<file path="src/include/asf_pkg.sv">
`default_nettype none
package asf_pkg;
  localparam int NCH = 8;
  localparam int CHAN_W = 3;
  localparam int CODE_W = 16;
  localparam int TAG_W = 4;
  localparam int OUT_W = CODE_W + TAG_W;
  localparam int FIFO_W = CHAN_W + CODE_W;
  localparam int CMP_W = CODE_W + 2;
  localparam int CNT_W = 5;
  localparam logic [CNT_W-1:0] LAST_CFG_EDGE = 5'h0F;
  localparam int CFG_WR_BIT = 15;
  localparam int CFG_FMT_BIT = 4;
  localparam int CFG_CHAN_LSB = 0;
  localparam logic [CHAN_W-1:0] CHAN_DEF = 3'h0;
  localparam logic FMT_DEF = 1'h0;
  localparam logic signed [CMP_W-1:0] HI_CLR_OFS = 18'sh00002;
  localparam logic signed [CMP_W-1:0] LO_SET_OFS = 18'sh00001;
  localparam logic signed [CMP_W-1:0] LO_CLR_OFS = 18'sh00001;
  localparam int CLK_PERIOD_NS = 25;
  localparam int RST_MIN_NS = 40;
  localparam int PD_MIN_NS = 400;
  localparam logic [CNT_W-1:0] RST_MIN_CYC = CNT_W'((RST_MIN_NS + CLK_PERIOD_NS - 1) / CLK_PERIOD_NS);
  localparam logic [CNT_W-1:0] PD_CYC = CNT_W'((PD_MIN_NS + CLK_PERIOD_NS - 1) / CLK_PERIOD_NS);
  localparam int SYNC_W = 5;
  localparam int S_CS = 0;
  localparam int S_SCLK = 1;
  localparam int S_SDI = 2;
  localparam int S_DAISY = 3;
  localparam int S_RPD = 4;
  localparam logic [SYNC_W-1:0] SYNC_IDLE = 5'h13;
  typedef enum logic [1:0] {ST_IDLE, ST_CFG, ST_DATA} asf_state_e;
endpackage
`default_nettype wire

</file>
<file path="src/hw/asf_fifo2.sv">
`default_nettype none
module asf_fifo2 #(
  parameter int W = 8
) (
  input wire logic clk,
  input wire logic rst,
  input wire logic in_valid,
  output logic in_ready,
  input wire logic [W-1:0] in_data,
  output logic out_valid,
  input wire logic out_ready,
  output logic [W-1:0] out_data
);
  logic [W-1:0] mem [2];
  logic wr_ptr;
  logic rd_ptr;
  logic [1:0] cnt;
  logic not_full;
  logic not_empty;
  wire push = in_valid & not_full;
  wire pop = out_ready & not_empty;
  wire [1:0] next_cnt = cnt + {1'b0, push} - {1'b0, pop};

  assign in_ready = not_full;
  assign out_valid = not_empty;
  assign out_data = mem[rd_ptr];

  always_ff @(posedge clk) begin
    if (push) begin
      mem[wr_ptr] <= in_data;
    end
  end

  // Flags kept as flops so ready reaches the source without a gate
  always_ff @(posedge clk) begin
    if (rst) begin
      wr_ptr <= 1'b0;
      rd_ptr <= 1'b0;
      cnt <= 2'h0;
      not_full <= 1'b1;
      not_empty <= 1'b0;
    end else begin
      wr_ptr <= wr_ptr ^ push;
      rd_ptr <= rd_ptr ^ pop;
      cnt <= next_cnt;
      not_full <= next_cnt != 2'h2;
      not_empty <= next_cnt != 2'h0;
    end
  end
endmodule
`default_nettype wire

</file>
<file path="src/hw/asf_top.sv">
`default_nettype none
module asf_top (
  input wire logic CLOCK,
  input wire logic SYS_RST,
  input wire logic CS_N,
  input wire logic SCLK,
  input wire logic SDI,
  input wire logic DAISY,
  input wire logic RESET_POWERDOWN_PIN_N,
  output logic SDO,
  output logic SDO_OE,
  input wire logic [asf_pkg::CODE_W-1:0] CONV_RESULT,
  input wire logic CONV_VALID,
  output logic CONV_READY,
  output logic CONV_START,
  output logic [asf_pkg::CHAN_W-1:0] CONV_CHANNEL,
  input wire logic [asf_pkg::NCH*asf_pkg::CODE_W-1:0] HIGH_THRESH,
  input wire logic [asf_pkg::NCH*asf_pkg::CODE_W-1:0] HIGH_HYST,
  input wire logic [asf_pkg::NCH*asf_pkg::CODE_W-1:0] LOW_THRESH,
  input wire logic [asf_pkg::NCH*asf_pkg::CODE_W-1:0] LOW_HYST,
  input wire logic FLAG_READ,
  output logic [asf_pkg::NCH-1:0] ACTIVE_HIGH,
  output logic [asf_pkg::NCH-1:0] ACTIVE_LOW,
  output logic [asf_pkg::NCH-1:0] TRIPPED_HIGH,
  output logic [asf_pkg::NCH-1:0] TRIPPED_LOW,
  output logic ALARM,
  output logic POWER_DOWN
);
  import asf_pkg::*;

  logic [SYNC_W-1:0] sync_a;
  logic [SYNC_W-1:0] sync_b;
  logic cs_d;
  logic sclk_d;
  logic [CNT_W-1:0] rpd_cnt;
  asf_state_e state;
  logic [CNT_W-1:0] edge_cnt;
  localparam int CFG_BITS_W = int'(LAST_CFG_EDGE) + 1;
  logic [CFG_BITS_W-1:0] cfg_sr;
  logic [CHAN_W-1:0] pend_chan;
  logic pend_fmt;
  logic cur_fmt;
  logic [OUT_W-1:0] out_sr;
  logic fifo_valid;
  logic [FIFO_W-1:0] fifo_dout;
  logic [NCH-1:0] nact_hi;
  logic [NCH-1:0] nact_lo;
  logic [NCH-1:0] trip_hi;
  logic [NCH-1:0] trip_lo;

  // Pins come from outside the clock domain
  always_ff @(posedge CLOCK) begin
    if (SYS_RST) begin
      sync_a <= SYNC_IDLE;
      sync_b <= SYNC_IDLE;
    end else begin
      sync_a <= {RESET_POWERDOWN_PIN_N, DAISY, SDI, SCLK, CS_N};
      sync_b <= sync_a;
    end
  end

  wire cs_s = sync_b[S_CS];
  wire sclk_s = sync_b[S_SCLK];
  wire sdi_s = sync_b[S_SDI];
  wire daisy_s = sync_b[S_DAISY];
  wire rpd_low = ~sync_b[S_RPD];

  // Reset pin decoded by low-pulse width
  wire [CNT_W-1:0] next_rpd_cnt = !rpd_low ? '0 : (rpd_cnt == PD_CYC) ? rpd_cnt : rpd_cnt + 1'b1;
  wire prog_rst = !rpd_low && rpd_cnt >= RST_MIN_CYC;

  always_ff @(posedge CLOCK) begin
    if (SYS_RST) begin
      rpd_cnt <= '0;
      POWER_DOWN <= 1'b0;
    end else begin
      rpd_cnt <= next_rpd_cnt;
      POWER_DOWN <= rpd_low & (POWER_DOWN | (next_rpd_cnt == PD_CYC));
    end
  end

  // Frame strobes; all but cs_rise gated off while powered down
  wire cs_fall = cs_d & ~cs_s & ~POWER_DOWN;
  wire cs_rise = ~cs_d & cs_s;
  wire sclk_fall = sclk_d & ~sclk_s & ~cs_s & ~POWER_DOWN;
  wire edge16 = sclk_fall && state == ST_CFG && edge_cnt == LAST_CFG_EDGE;
  wire data_shift = sclk_fall && state == ST_DATA;
  wire [CFG_BITS_W-1:0] cfg_word = {cfg_sr[CFG_BITS_W-2:0], sdi_s};
  wire cfg_write = edge16 && cfg_word[CFG_WR_BIT];
  wire [FIFO_W-1:0] push_data = {CONV_CHANNEL, CONV_RESULT};
  wire push = CONV_VALID & CONV_READY;
  wire [CODE_W-1:0] pop_code = fifo_valid ? fifo_dout[CODE_W-1:0] : '0;
  wire [CHAN_W-1:0] pop_chan = fifo_valid ? fifo_dout[FIFO_W-1:CODE_W] : '0;
  wire [OUT_W-1:0] load_word = {pop_code, {(TAG_W - CHAN_W){1'b0}}, pop_chan};
  // Chain bit enters right behind the active frame length
  wire [OUT_W-1:0] next_out_sr = cur_fmt ? {out_sr[OUT_W-2:0], daisy_s}
    : {out_sr[OUT_W-2:TAG_W], daisy_s, {TAG_W{1'b0}}};
  wire [NCH-1:0] any_trip = TRIPPED_HIGH | TRIPPED_LOW;

  always_ff @(posedge CLOCK) begin
    if (SYS_RST) begin
      cs_d <= 1'b1;
      sclk_d <= 1'b1;
    end else begin
      cs_d <= cs_s;
      sclk_d <= sclk_s;
    end
  end

  always_ff @(posedge CLOCK) begin
    if (SYS_RST || POWER_DOWN || cs_rise) begin
      state <= ST_IDLE;
      edge_cnt <= '0;
    end else if (cs_fall) begin
      state <= ST_CFG;
      edge_cnt <= '0;
    end else if (sclk_fall && state == ST_CFG) begin
      edge_cnt <= edge_cnt + 1'b1;
      if (edge16) begin
        state <= ST_DATA;
      end
    end
  end

  always_ff @(posedge CLOCK) begin
    if (SYS_RST || prog_rst) begin
      cfg_sr <= '0;
      pend_chan <= CHAN_DEF;
      pend_fmt <= FMT_DEF;
      cur_fmt <= FMT_DEF;
      CONV_CHANNEL <= CHAN_DEF;
    end else begin
      if (sclk_fall && state == ST_CFG) begin
        cfg_sr <= cfg_word;
      end
      if (cfg_write) begin
        pend_chan <= cfg_word[CFG_CHAN_LSB +: CHAN_W];
        pend_fmt <= cfg_word[CFG_FMT_BIT];
      end
      if (cs_fall) begin
        CONV_CHANNEL <= pend_chan;
        cur_fmt <= pend_fmt;
      end
    end
  end

  always_ff @(posedge CLOCK) begin
    if (SYS_RST) begin
      CONV_START <= 1'b0;
      SDO_OE <= 1'b0;
      out_sr <= '0;
    end else begin
      CONV_START <= cs_fall;
      SDO_OE <= ~POWER_DOWN & ~cs_s & (SDO_OE | cs_fall);
      if (cs_fall || cs_rise || POWER_DOWN) begin
        out_sr <= '0;
      end else if (edge16) begin
        out_sr <= load_word;
      end else if (data_shift) begin
        out_sr <= next_out_sr;
      end
    end
  end

  assign SDO = out_sr[OUT_W-1];

  // Result buffer lets a late pop lose no conversion
  asf_fifo2 #(.W(FIFO_W)) u_buf (
    .clk(CLOCK),
    .rst(SYS_RST),
    .in_valid(CONV_VALID),
    .in_ready(CONV_READY),
    .in_data(push_data),
    .out_valid(fifo_valid),
    .out_ready(edge16),
    .out_data(fifo_dout)
  );

  for (genvar i = 0; i < NCH; i++) begin : g_ch
    // Two guard bits keep threshold sums from wrapping
    wire signed [CMP_W-1:0] code = $signed({2'b00, CONV_RESULT});
    wire signed [CMP_W-1:0] ht = $signed({2'b00, HIGH_THRESH[i*CODE_W +: CODE_W]});
    wire signed [CMP_W-1:0] hh = $signed({2'b00, HIGH_HYST[i*CODE_W +: CODE_W]});
    wire signed [CMP_W-1:0] lt = $signed({2'b00, LOW_THRESH[i*CODE_W +: CODE_W]});
    wire signed [CMP_W-1:0] lh = $signed({2'b00, LOW_HYST[i*CODE_W +: CODE_W]});
    wire hit = push && CONV_CHANNEL == CHAN_W'(i);
    wire hi_set = code > ht + hh;
    wire hi_clr = code <= ht - hh - HI_CLR_OFS;
    wire lo_set = code < lt - lh - LO_SET_OFS;
    wire lo_clr = code >= lt + lh + LO_CLR_OFS;
    assign nact_hi[i] = hit ? (ACTIVE_HIGH[i] ? ~hi_clr : hi_set) : ACTIVE_HIGH[i];
    assign nact_lo[i] = hit ? (ACTIVE_LOW[i] ? ~lo_clr : lo_set) : ACTIVE_LOW[i];
    assign trip_hi[i] = hit & nact_hi[i];
    assign trip_lo[i] = hit & nact_lo[i];
  end

  always_ff @(posedge CLOCK) begin
    if (SYS_RST || prog_rst) begin
      ACTIVE_HIGH <= '0;
      ACTIVE_LOW <= '0;
      TRIPPED_HIGH <= '0;
      TRIPPED_LOW <= '0;
      ALARM <= 1'b0;
    end else begin
      ACTIVE_HIGH <= nact_hi;
      ACTIVE_LOW <= nact_lo;
      // A new trip wins over a read in the same cycle
      TRIPPED_HIGH <= (TRIPPED_HIGH & ~{NCH{FLAG_READ}}) | trip_hi;
      TRIPPED_LOW <= (TRIPPED_LOW & ~{NCH{FLAG_READ}}) | trip_lo;
      if (edge16) begin
        ALARM <= |any_trip;
      end
    end
  end

  wire hit_ch0 = g_ch[0].hit;
endmodule
`default_nettype wire

</file>
<file path="config.mk">
export PLATFORM = sky130hd
export DESIGN_NAME = asf_top
export DESIGN_NICKNAME = d
export VERILOG_FILES = /design/src/include/asf_pkg.sv /design/src/hw/asf_fifo2.sv /design/src/hw/asf_top.sv
export SDC_FILE = /design/constraint.sdc
export NUM_CORES = 2
export LEC_CHECK = 0
export BUFFER_PORTS_ARGS = -buffer_cell sky130_fd_sc_hd__clkbuf_2
export CAP_MARGIN = 20
export CORE_MARGIN = 1
export CORE_UTILIZATION = 66
export DETAILED_ROUTE_END_ITERATION = 10
export PLACE_DENSITY = 0.89
export SLEW_MARGIN = 10
export SYNTH_ARGS = -nofsm -noshare
export SYNTH_HDL_FRONTEND = slang
export SYNTH_SLANG_ARGS = --single-unit
</file>
<file path="constraint.sdc">
create_clock -name CLOCK -period 7.1 [get_ports CLOCK]
set_input_delay 0 -clock CLOCK [delete_from_list [all_inputs] [get_ports CLOCK]]
set_output_delay 0 -clock CLOCK [all_outputs]
set_load 0.05 [all_outputs]
</file>
## Word level (Yosys, flattened, before mapping)

Memory sizes are Yosys's and may differ from the RTL's. A register that Yosys moved wholly into a read port is not among the register bits.
Index checks and enable logic that the tools add are counted.

- Memories kept: 1
- Input port bits: 537
- Flip-flop bits (word level): 109
- Bits in latches: 0
- Word-level logic and storage cells: 267
- ROM bits: 0
- RAM bits: 38
- Output and inout bits: 41

- Equal/unequal tests: 13
- Shifts and indexed selects: 0
- Muxes and demuxes: 45
- Reduce and logical (&&, ||, !) cells: 29
- $lt $le $gt $ge: 33
- Bitwise gates (word level): 58
- Divide/modulo/power cells: 0
- Add/subtract/negate cells: 60
- $mul: 0

Memory list:

| memory | words | width | read ports | clocked after Yosys merged registers in | write ports | RTL line | text |
|---|---|---|---|---|---|---|---|
| u_buf.mem | 2 | 19 | 1 | 1 | 1 | asf_fifo2.sv:14 | `logic [W-1:0] mem [2];` |

Operators by type and width:

| operator | number |
|---|---|
| $add 16x16->17 | 16 |
| $sub 16x16->17 | 16 |
| $add 17x1->18 const B | 8 |
| $ge 17x18->1 | 8 |
| $le 17x18->1 | 8 |
| $lt 17x18->1 | 8 |
| $sub 17x2->18 const B | 8 |
| $sub 17x3->18 const B | 8 |
| $gt 16x17->1 | 8 |
| $mux 20 | 2 |
| $mux 1 | 38 |
| $and 1x1->1 | 27 |
| $or 8x8->8 | 3 |
| $not 1->1 | 21 |
| $and 8x8->8 | 2 |
| $mux 16 | 1 |
| $mux 5 | 3 |
| $logic_and 1x1->1 | 13 |
| $eq 3x3->1 const B | 4 |
| $add 5x1->5 const B | 2 |
| $eq 5x5->1 const B | 2 |
| $not 8->8 | 1 |
| $reduce_bool 2->1 | 4 |
| $reduce_or 8->1 | 1 |
| 17 further kinds | 26 |

## Depth between registers and ports, before layout

- Depth after elaboration: 9
- Depth in mapped cells: 24
- Depth with buffers taken out: 24

## By module

From an unflattened synthesis, not the netlist that was laid out.

- Cells, all modules: 5995
- Area, all modules: 45326.0 um^2

Modules (own cells, without submodules):

| module | area an instance (um^2) | times used | sequential area each (um^2) | cells each |
|---|---|---|---|---|
| asf_top | 43695.7 | 1 | 2062.0 | 5911 |
| asf_fifo2 | 1630.3 | 1 | 1261.2 | 84 |

## Least setup slack after synthesis

Ideal clock, no wire load.

- Path type: input port to flip-flop
- Start: in HIGH_THRESH[64] (netlist name)
- End: reg ACTIVE_HIGH[4] (netlist name)
- Stages on the path: 19
- Data arrival time: 4.157 ns
- Path slack: 2.825 ns
- Required time: 6.982 ns
- Buffers on the path: 0
- Setup time: 0.118 ns
- Path through: inv_1 -> ha_1 -> fa_1 -> nor2b_1 -> o2111ai_1 -> and2_1 -> a221oi_1 -> o221ai_1 -> or4_1 -> or4_1 -> xor2_1 -> ha_1 -> and3_1 -> nand3_1 -> or4_1 -> o21ai_0 -> o21ai_0 -> nor3_1 -> nor2_1

- Word-level cells in the longest chain between the ends: 6
- Elaborated cells on any way between the ends: 8

Ends and longest elaborated chain:

| item | RTL line | text |
|---|---|---|
| start, declared | asf_top.sv:17 | `input wire logic [asf_pkg::NCH*asf_pkg::CODE_W-1:0] HIGH_THRESH,` |
| $sub 16x16->17 | asf_top.sv:188 | `wire hi_clr = code <= ht - hh - HI_CLR_OFS;` |
| $sub 17x3->18 | asf_top.sv:188 |  |
| $le 17x18->1 | asf_top.sv:188 |  |
| $not 1->1 | asf_top.sv:191 | `assign nact_hi[i] = hit ? (ACTIVE_HIGH[i] ? ~hi_clr : hi_set) : ACTIVE_HIGH[i];` |
| $mux 1 (*) (2 in a row) | asf_top.sv:191 |  |
| end signal, assigned | asf_top.sv:205 | `ACTIVE_HIGH <= nact_hi;` |
| end, declared | asf_top.sv:22 | `output logic [asf_pkg::NCH-1:0] ACTIVE_HIGH,` |

Every way passes the cells marked *; elsewhere a longest branch is shown, timed or not.
A chain may end at the register's enable or synchronous reset.

## Worst setup path after layout

- Start: in HIGH_THRESH[16] (netlist name)
- End: reg TRIPPED_HIGH[1] (netlist name)

- Word-level cells in the longest chain between the ends: 8
- Elaborated cells on any way between the ends: 10

Ends and longest elaborated chain:

| item | RTL line | text |
|---|---|---|
| $sub 16x16->17 | asf_top.sv:188 |  |
| $sub 17x3->18 | asf_top.sv:188 |  |
| $le 17x18->1 | asf_top.sv:188 |  |
| $not 1->1 | asf_top.sv:191 |  |
| $mux 1 (*) (2 in a row) | asf_top.sv:191 |  |
| $and 1x1->1 (*) | asf_top.sv:193 | `assign trip_hi[i] = hit & nact_hi[i];` |
| $or 8x8->8 (*) | asf_top.sv:208 | `TRIPPED_HIGH <= (TRIPPED_HIGH & ~{NCH{FLAG_READ}}) \| trip_hi;` |
| end signal, assigned | asf_top.sv:208 |  |
| end, declared | asf_top.sv:24 | `output logic [asf_pkg::NCH-1:0] TRIPPED_HIGH,` |

Marked as above.

==> results.ini <==
[setup_path]
slowest_delay_ns=0.86
regToRegSetupSlack_ns=3.00
slowest_stage=a2111oi_0
critPathArrivalTime_ns=4.89
critPathCaptureType=register
crit_path_start_kind=input pin
crit_buf_inv=2
crit_path_cell_trace=clkbuf_2, inv_1, ha_1, fa_1, nand2b_1, a2111oi_0, nor2_1, o21ai_0, xnor2_1, or3_1, or3b_2, xor2_1, ha_1, nand4_1, nor3_1, nand4_1, o21ai_0, a31oi_1, o41ai_1, o211ai_1, a32o_1
worstRegToRegCells=12
required_ns=7.45
crit_type=input pin to register
r2r_end=u_buf.out_valid
crit_fanout=3
r2r-start=POWER_DOWN
crit_family=compound AO/OA/AOI/OAI gates

[global_routing]
overflow=0
grtUsageTotal=0.387
grt_util_met2=0.649
grt_start_max_net_pins=37
grt_pass1_wl_um=221000
grt_pass1_vias=43434
grt.met3_usage=0.0633
antenna_found_initial=20
grt-busiest-layer=met2
met1_usage=0.477

[timing]
final-setup-viol-count=0
finalSetupTns_ns=0
slew_headroom=0.312
post-route-min-period_ns=4.54
rsz0062_at_grt=false
worst_pin_slew_ns=1.03
max_freq_mhz=220
finalCritPeriodShare=0.639
finalHoldViolations=0
slew_viol_final=0
skew_ns=0.0181

[floorplan]
die_x_um=264
rows=95
io_pins=578
core_mm2=0.0675
die_area_mm2=0.0695
die_y_um=264
initial_core_util=0.669

[synth]
synth_warnings=0
avgSynthCellArea_um2=7.58
mappedNetlistNets=7573
synth.distinct_cells=95
synth_area_mm2=0.0452
synth_edf_count=38
ys_ff_latch=147
ys_seq_area_frac=0.0735
synthArstFlopShare=0
ys.flop_type=dfxtp_1
synthCells=5963

[place]
io_buffers=577
routabilityCongestion=1.03
dp.cells=7240
dp_hpwl_um=112000

[power]
ir_drop_v=0.000200
p_leak_nw=23.6
powerDensity_mw_per_mm2=136

[min_path]
hold_path_class=input pin to register
holdPathEnd=u_buf.mem[1][0]
min_path_cells=2
hold_start=CONV_RESULT[0]

[drt]
wire_per_inst_um=19.4
drt_first_pass_iters=7
vias_per_cell=6.36
post-route-drc-count=0
drt_iter0_markers=3578
vias=46358
wl_um=141000
ant_nets=0

[final_layout]
n_fill_cell=5398
multi_input_area_mm2=0.0390
fin_nets=8004
syn2layout_area_growth_pct=9.16
fin_cells=7293
register_area_mm2=0.00332
drive_above_1_share=0.115

[cts]
cts_sinks=147
cts_max_level=4
cts_inserted_buffers=17
cts_tree=built
clkTransAtPathRegs_ns=0.08
clk_latency_ns=0.45
cts-root-buf=clkbuf_16
cts_buffer_depth=2

[flow_run]
cap_violations=0

[status]
status=finished clean

-- worst register-to-register path: cells and delay by family (launching register included) --
family,cells,cell delay (ns)
and+or+nand+nor,6,2.61
DFF,1,0.43
adders and majority gates,2,0.40
xor gates and xnor gates,2,0.38
buffers and inverters,2,0.20
-- how the worst max path moves through the flow --
stage | cells after the start | from | slack [ns] | to
global placement | 21 | HIGH_THRESH[16] | 2.20 | TRIPPED_HIGH[1]
floorplan | 19 | HIGH_THRESH[64] | 2.82 | ACTIVE_HIGH[4]
CTS | 21 | HIGH_THRESH[16] | 2.61 | TRIPPED_HIGH[1]
finish | 21 | HIGH_THRESH[16] | 2.56 | TRIPPED_HIGH[1]
detailed placement | 21 | HIGH_THRESH[16] | 2.15 | TRIPPED_HIGH[1]
global route | 21 | HIGH_THRESH[16] | 2.25 | TRIPPED_HIGH[1]
-- routing by layer --
metal | vias to the layer above | share of wire
li1 | 22429 | -
met1 | 21560 | 0.41
met2 | 1905 | 0.45
met3 | 444 | 0.080
met4 | 20 | 0.057
met5 | - | 0.00088
-- flip-flops by register name, indices dropped and copies added (netlist names), 5 cells and up --
signal and cells:
out_sr 20, TRIPPED_HIGH 8, sync_b 5, u_buf.mem 38
ACTIVE_HIGH 8, edge_cnt 5, sync_a 5, cfg_sr 15
rpd_cnt 5, ACTIVE_LOW 8, TRIPPED_LOW 8
-- cell usage in the layout (no fill, tap or decap), types with 42 or more instances in the layout --
cell type and n:
a21oi_1 496, clkbuf_2 577, nor2b_1 121, nand4_1 75
nand2_1 252, xnor2_1 461, xor2_1 106, o21ai_0 237
or2_2 42, nand3_1 105, inv_1 554, nor3_1 169
o21bai_1 77, dfxtp_1 109, a21o_1 153, nor4_1 60
nand2b_1 91, o211ai_1 80, nor2_1 502, o21a_1 116
and2_1 50, o31ai_1 45, or3_1 50, a31oi_1 49
a211oi_1 88, ha_1 1041
-- layout make-up --
cell class | count | area share
Clock buffer | 19 | 0.00878
Inverter | 557 | 0.0424
Tap cell | 873 | 0.0221
Clock inverter | 13 | 0.00345
Antenna cell | 13 | 0.000659
Timing Repair Buffer | 607 | 0.0640
Multi-Input combinational cell | 5064 | 0.791
Sequential cell | 147 | 0.0674
-- repair_timing --
action	4_1_cts	5_1_grt
resized for setup	0	0
hold endpoints to repair	6	0
hold buffers	6	0
buffers inserted	0	0
-- power breakdown --
part,switching (W),internal [W],total (W),leakage [nW]
clock,0.000410,0.000560,0.000970,0.294
sequential,0.0000202,0.000889,0.000909,1.24
combinational,0.00276,0.00209,0.00485,22.0
-- cell families (layout without fill, tap and decap cells) --
family          Yosys count  count (layout)  share of synthesized area
other cells               0              13                          0
flops                   147             147                     0.0735
buf+inv                 752            1196                     0.0630
mux                      50              50                     0.0116
simple gates           1692            1692                      0.191
xor+xnor                568             568                      0.110
fa+ha+maj              1073            1073                      0.302
compound gates         1681            1681                      0.248
-- synthesized netlist by cell type (88+ instances only) --
master    instances  area share
a211oi_1         88       0.015
a21o_1          154       0.026
a21oi_1         497       0.055
clkbuf_1        169       0.014
dfxtp_1         109       0.048
ha_1           1041        0.29
inv_1           555       0.046
nand2_1         252       0.021
nand2b_1         91       0.013
nand3_1         105       0.012
nor2_1          503       0.042
nor2b_1         121       0.017
nor3_1          169       0.019
o21a_1          116       0.019
o21ai_0         237       0.026
xnor2_1         461       0.089
xor2_1          106       0.021
-- per-stage QoR --
stage | power [W] | cell area [µm²] | setup slack, ns | hold WS, ns | util
3_5_place_dp | 0.00565 | 48600 | 2.15 | 0.192 | 0.720
6_report | 0.00673 | 49300 | 2.56 | 0.149 | 0.731
3_3_place_gp | 0.00549 | 48600 | 2.20 | 0.192 | 0.720
4_1_cts | 0.00664 | 49300 | 2.61 | 0.116 | 0.730
2_1_floorplan | 0.00446 | 45200 | 2.82 | 0.0989 | -
5_1_grt | 0.00732 | 49300 | 2.25 | 0.117 | 0.731
Note: power is estimated with default switching activity, not from simulation.
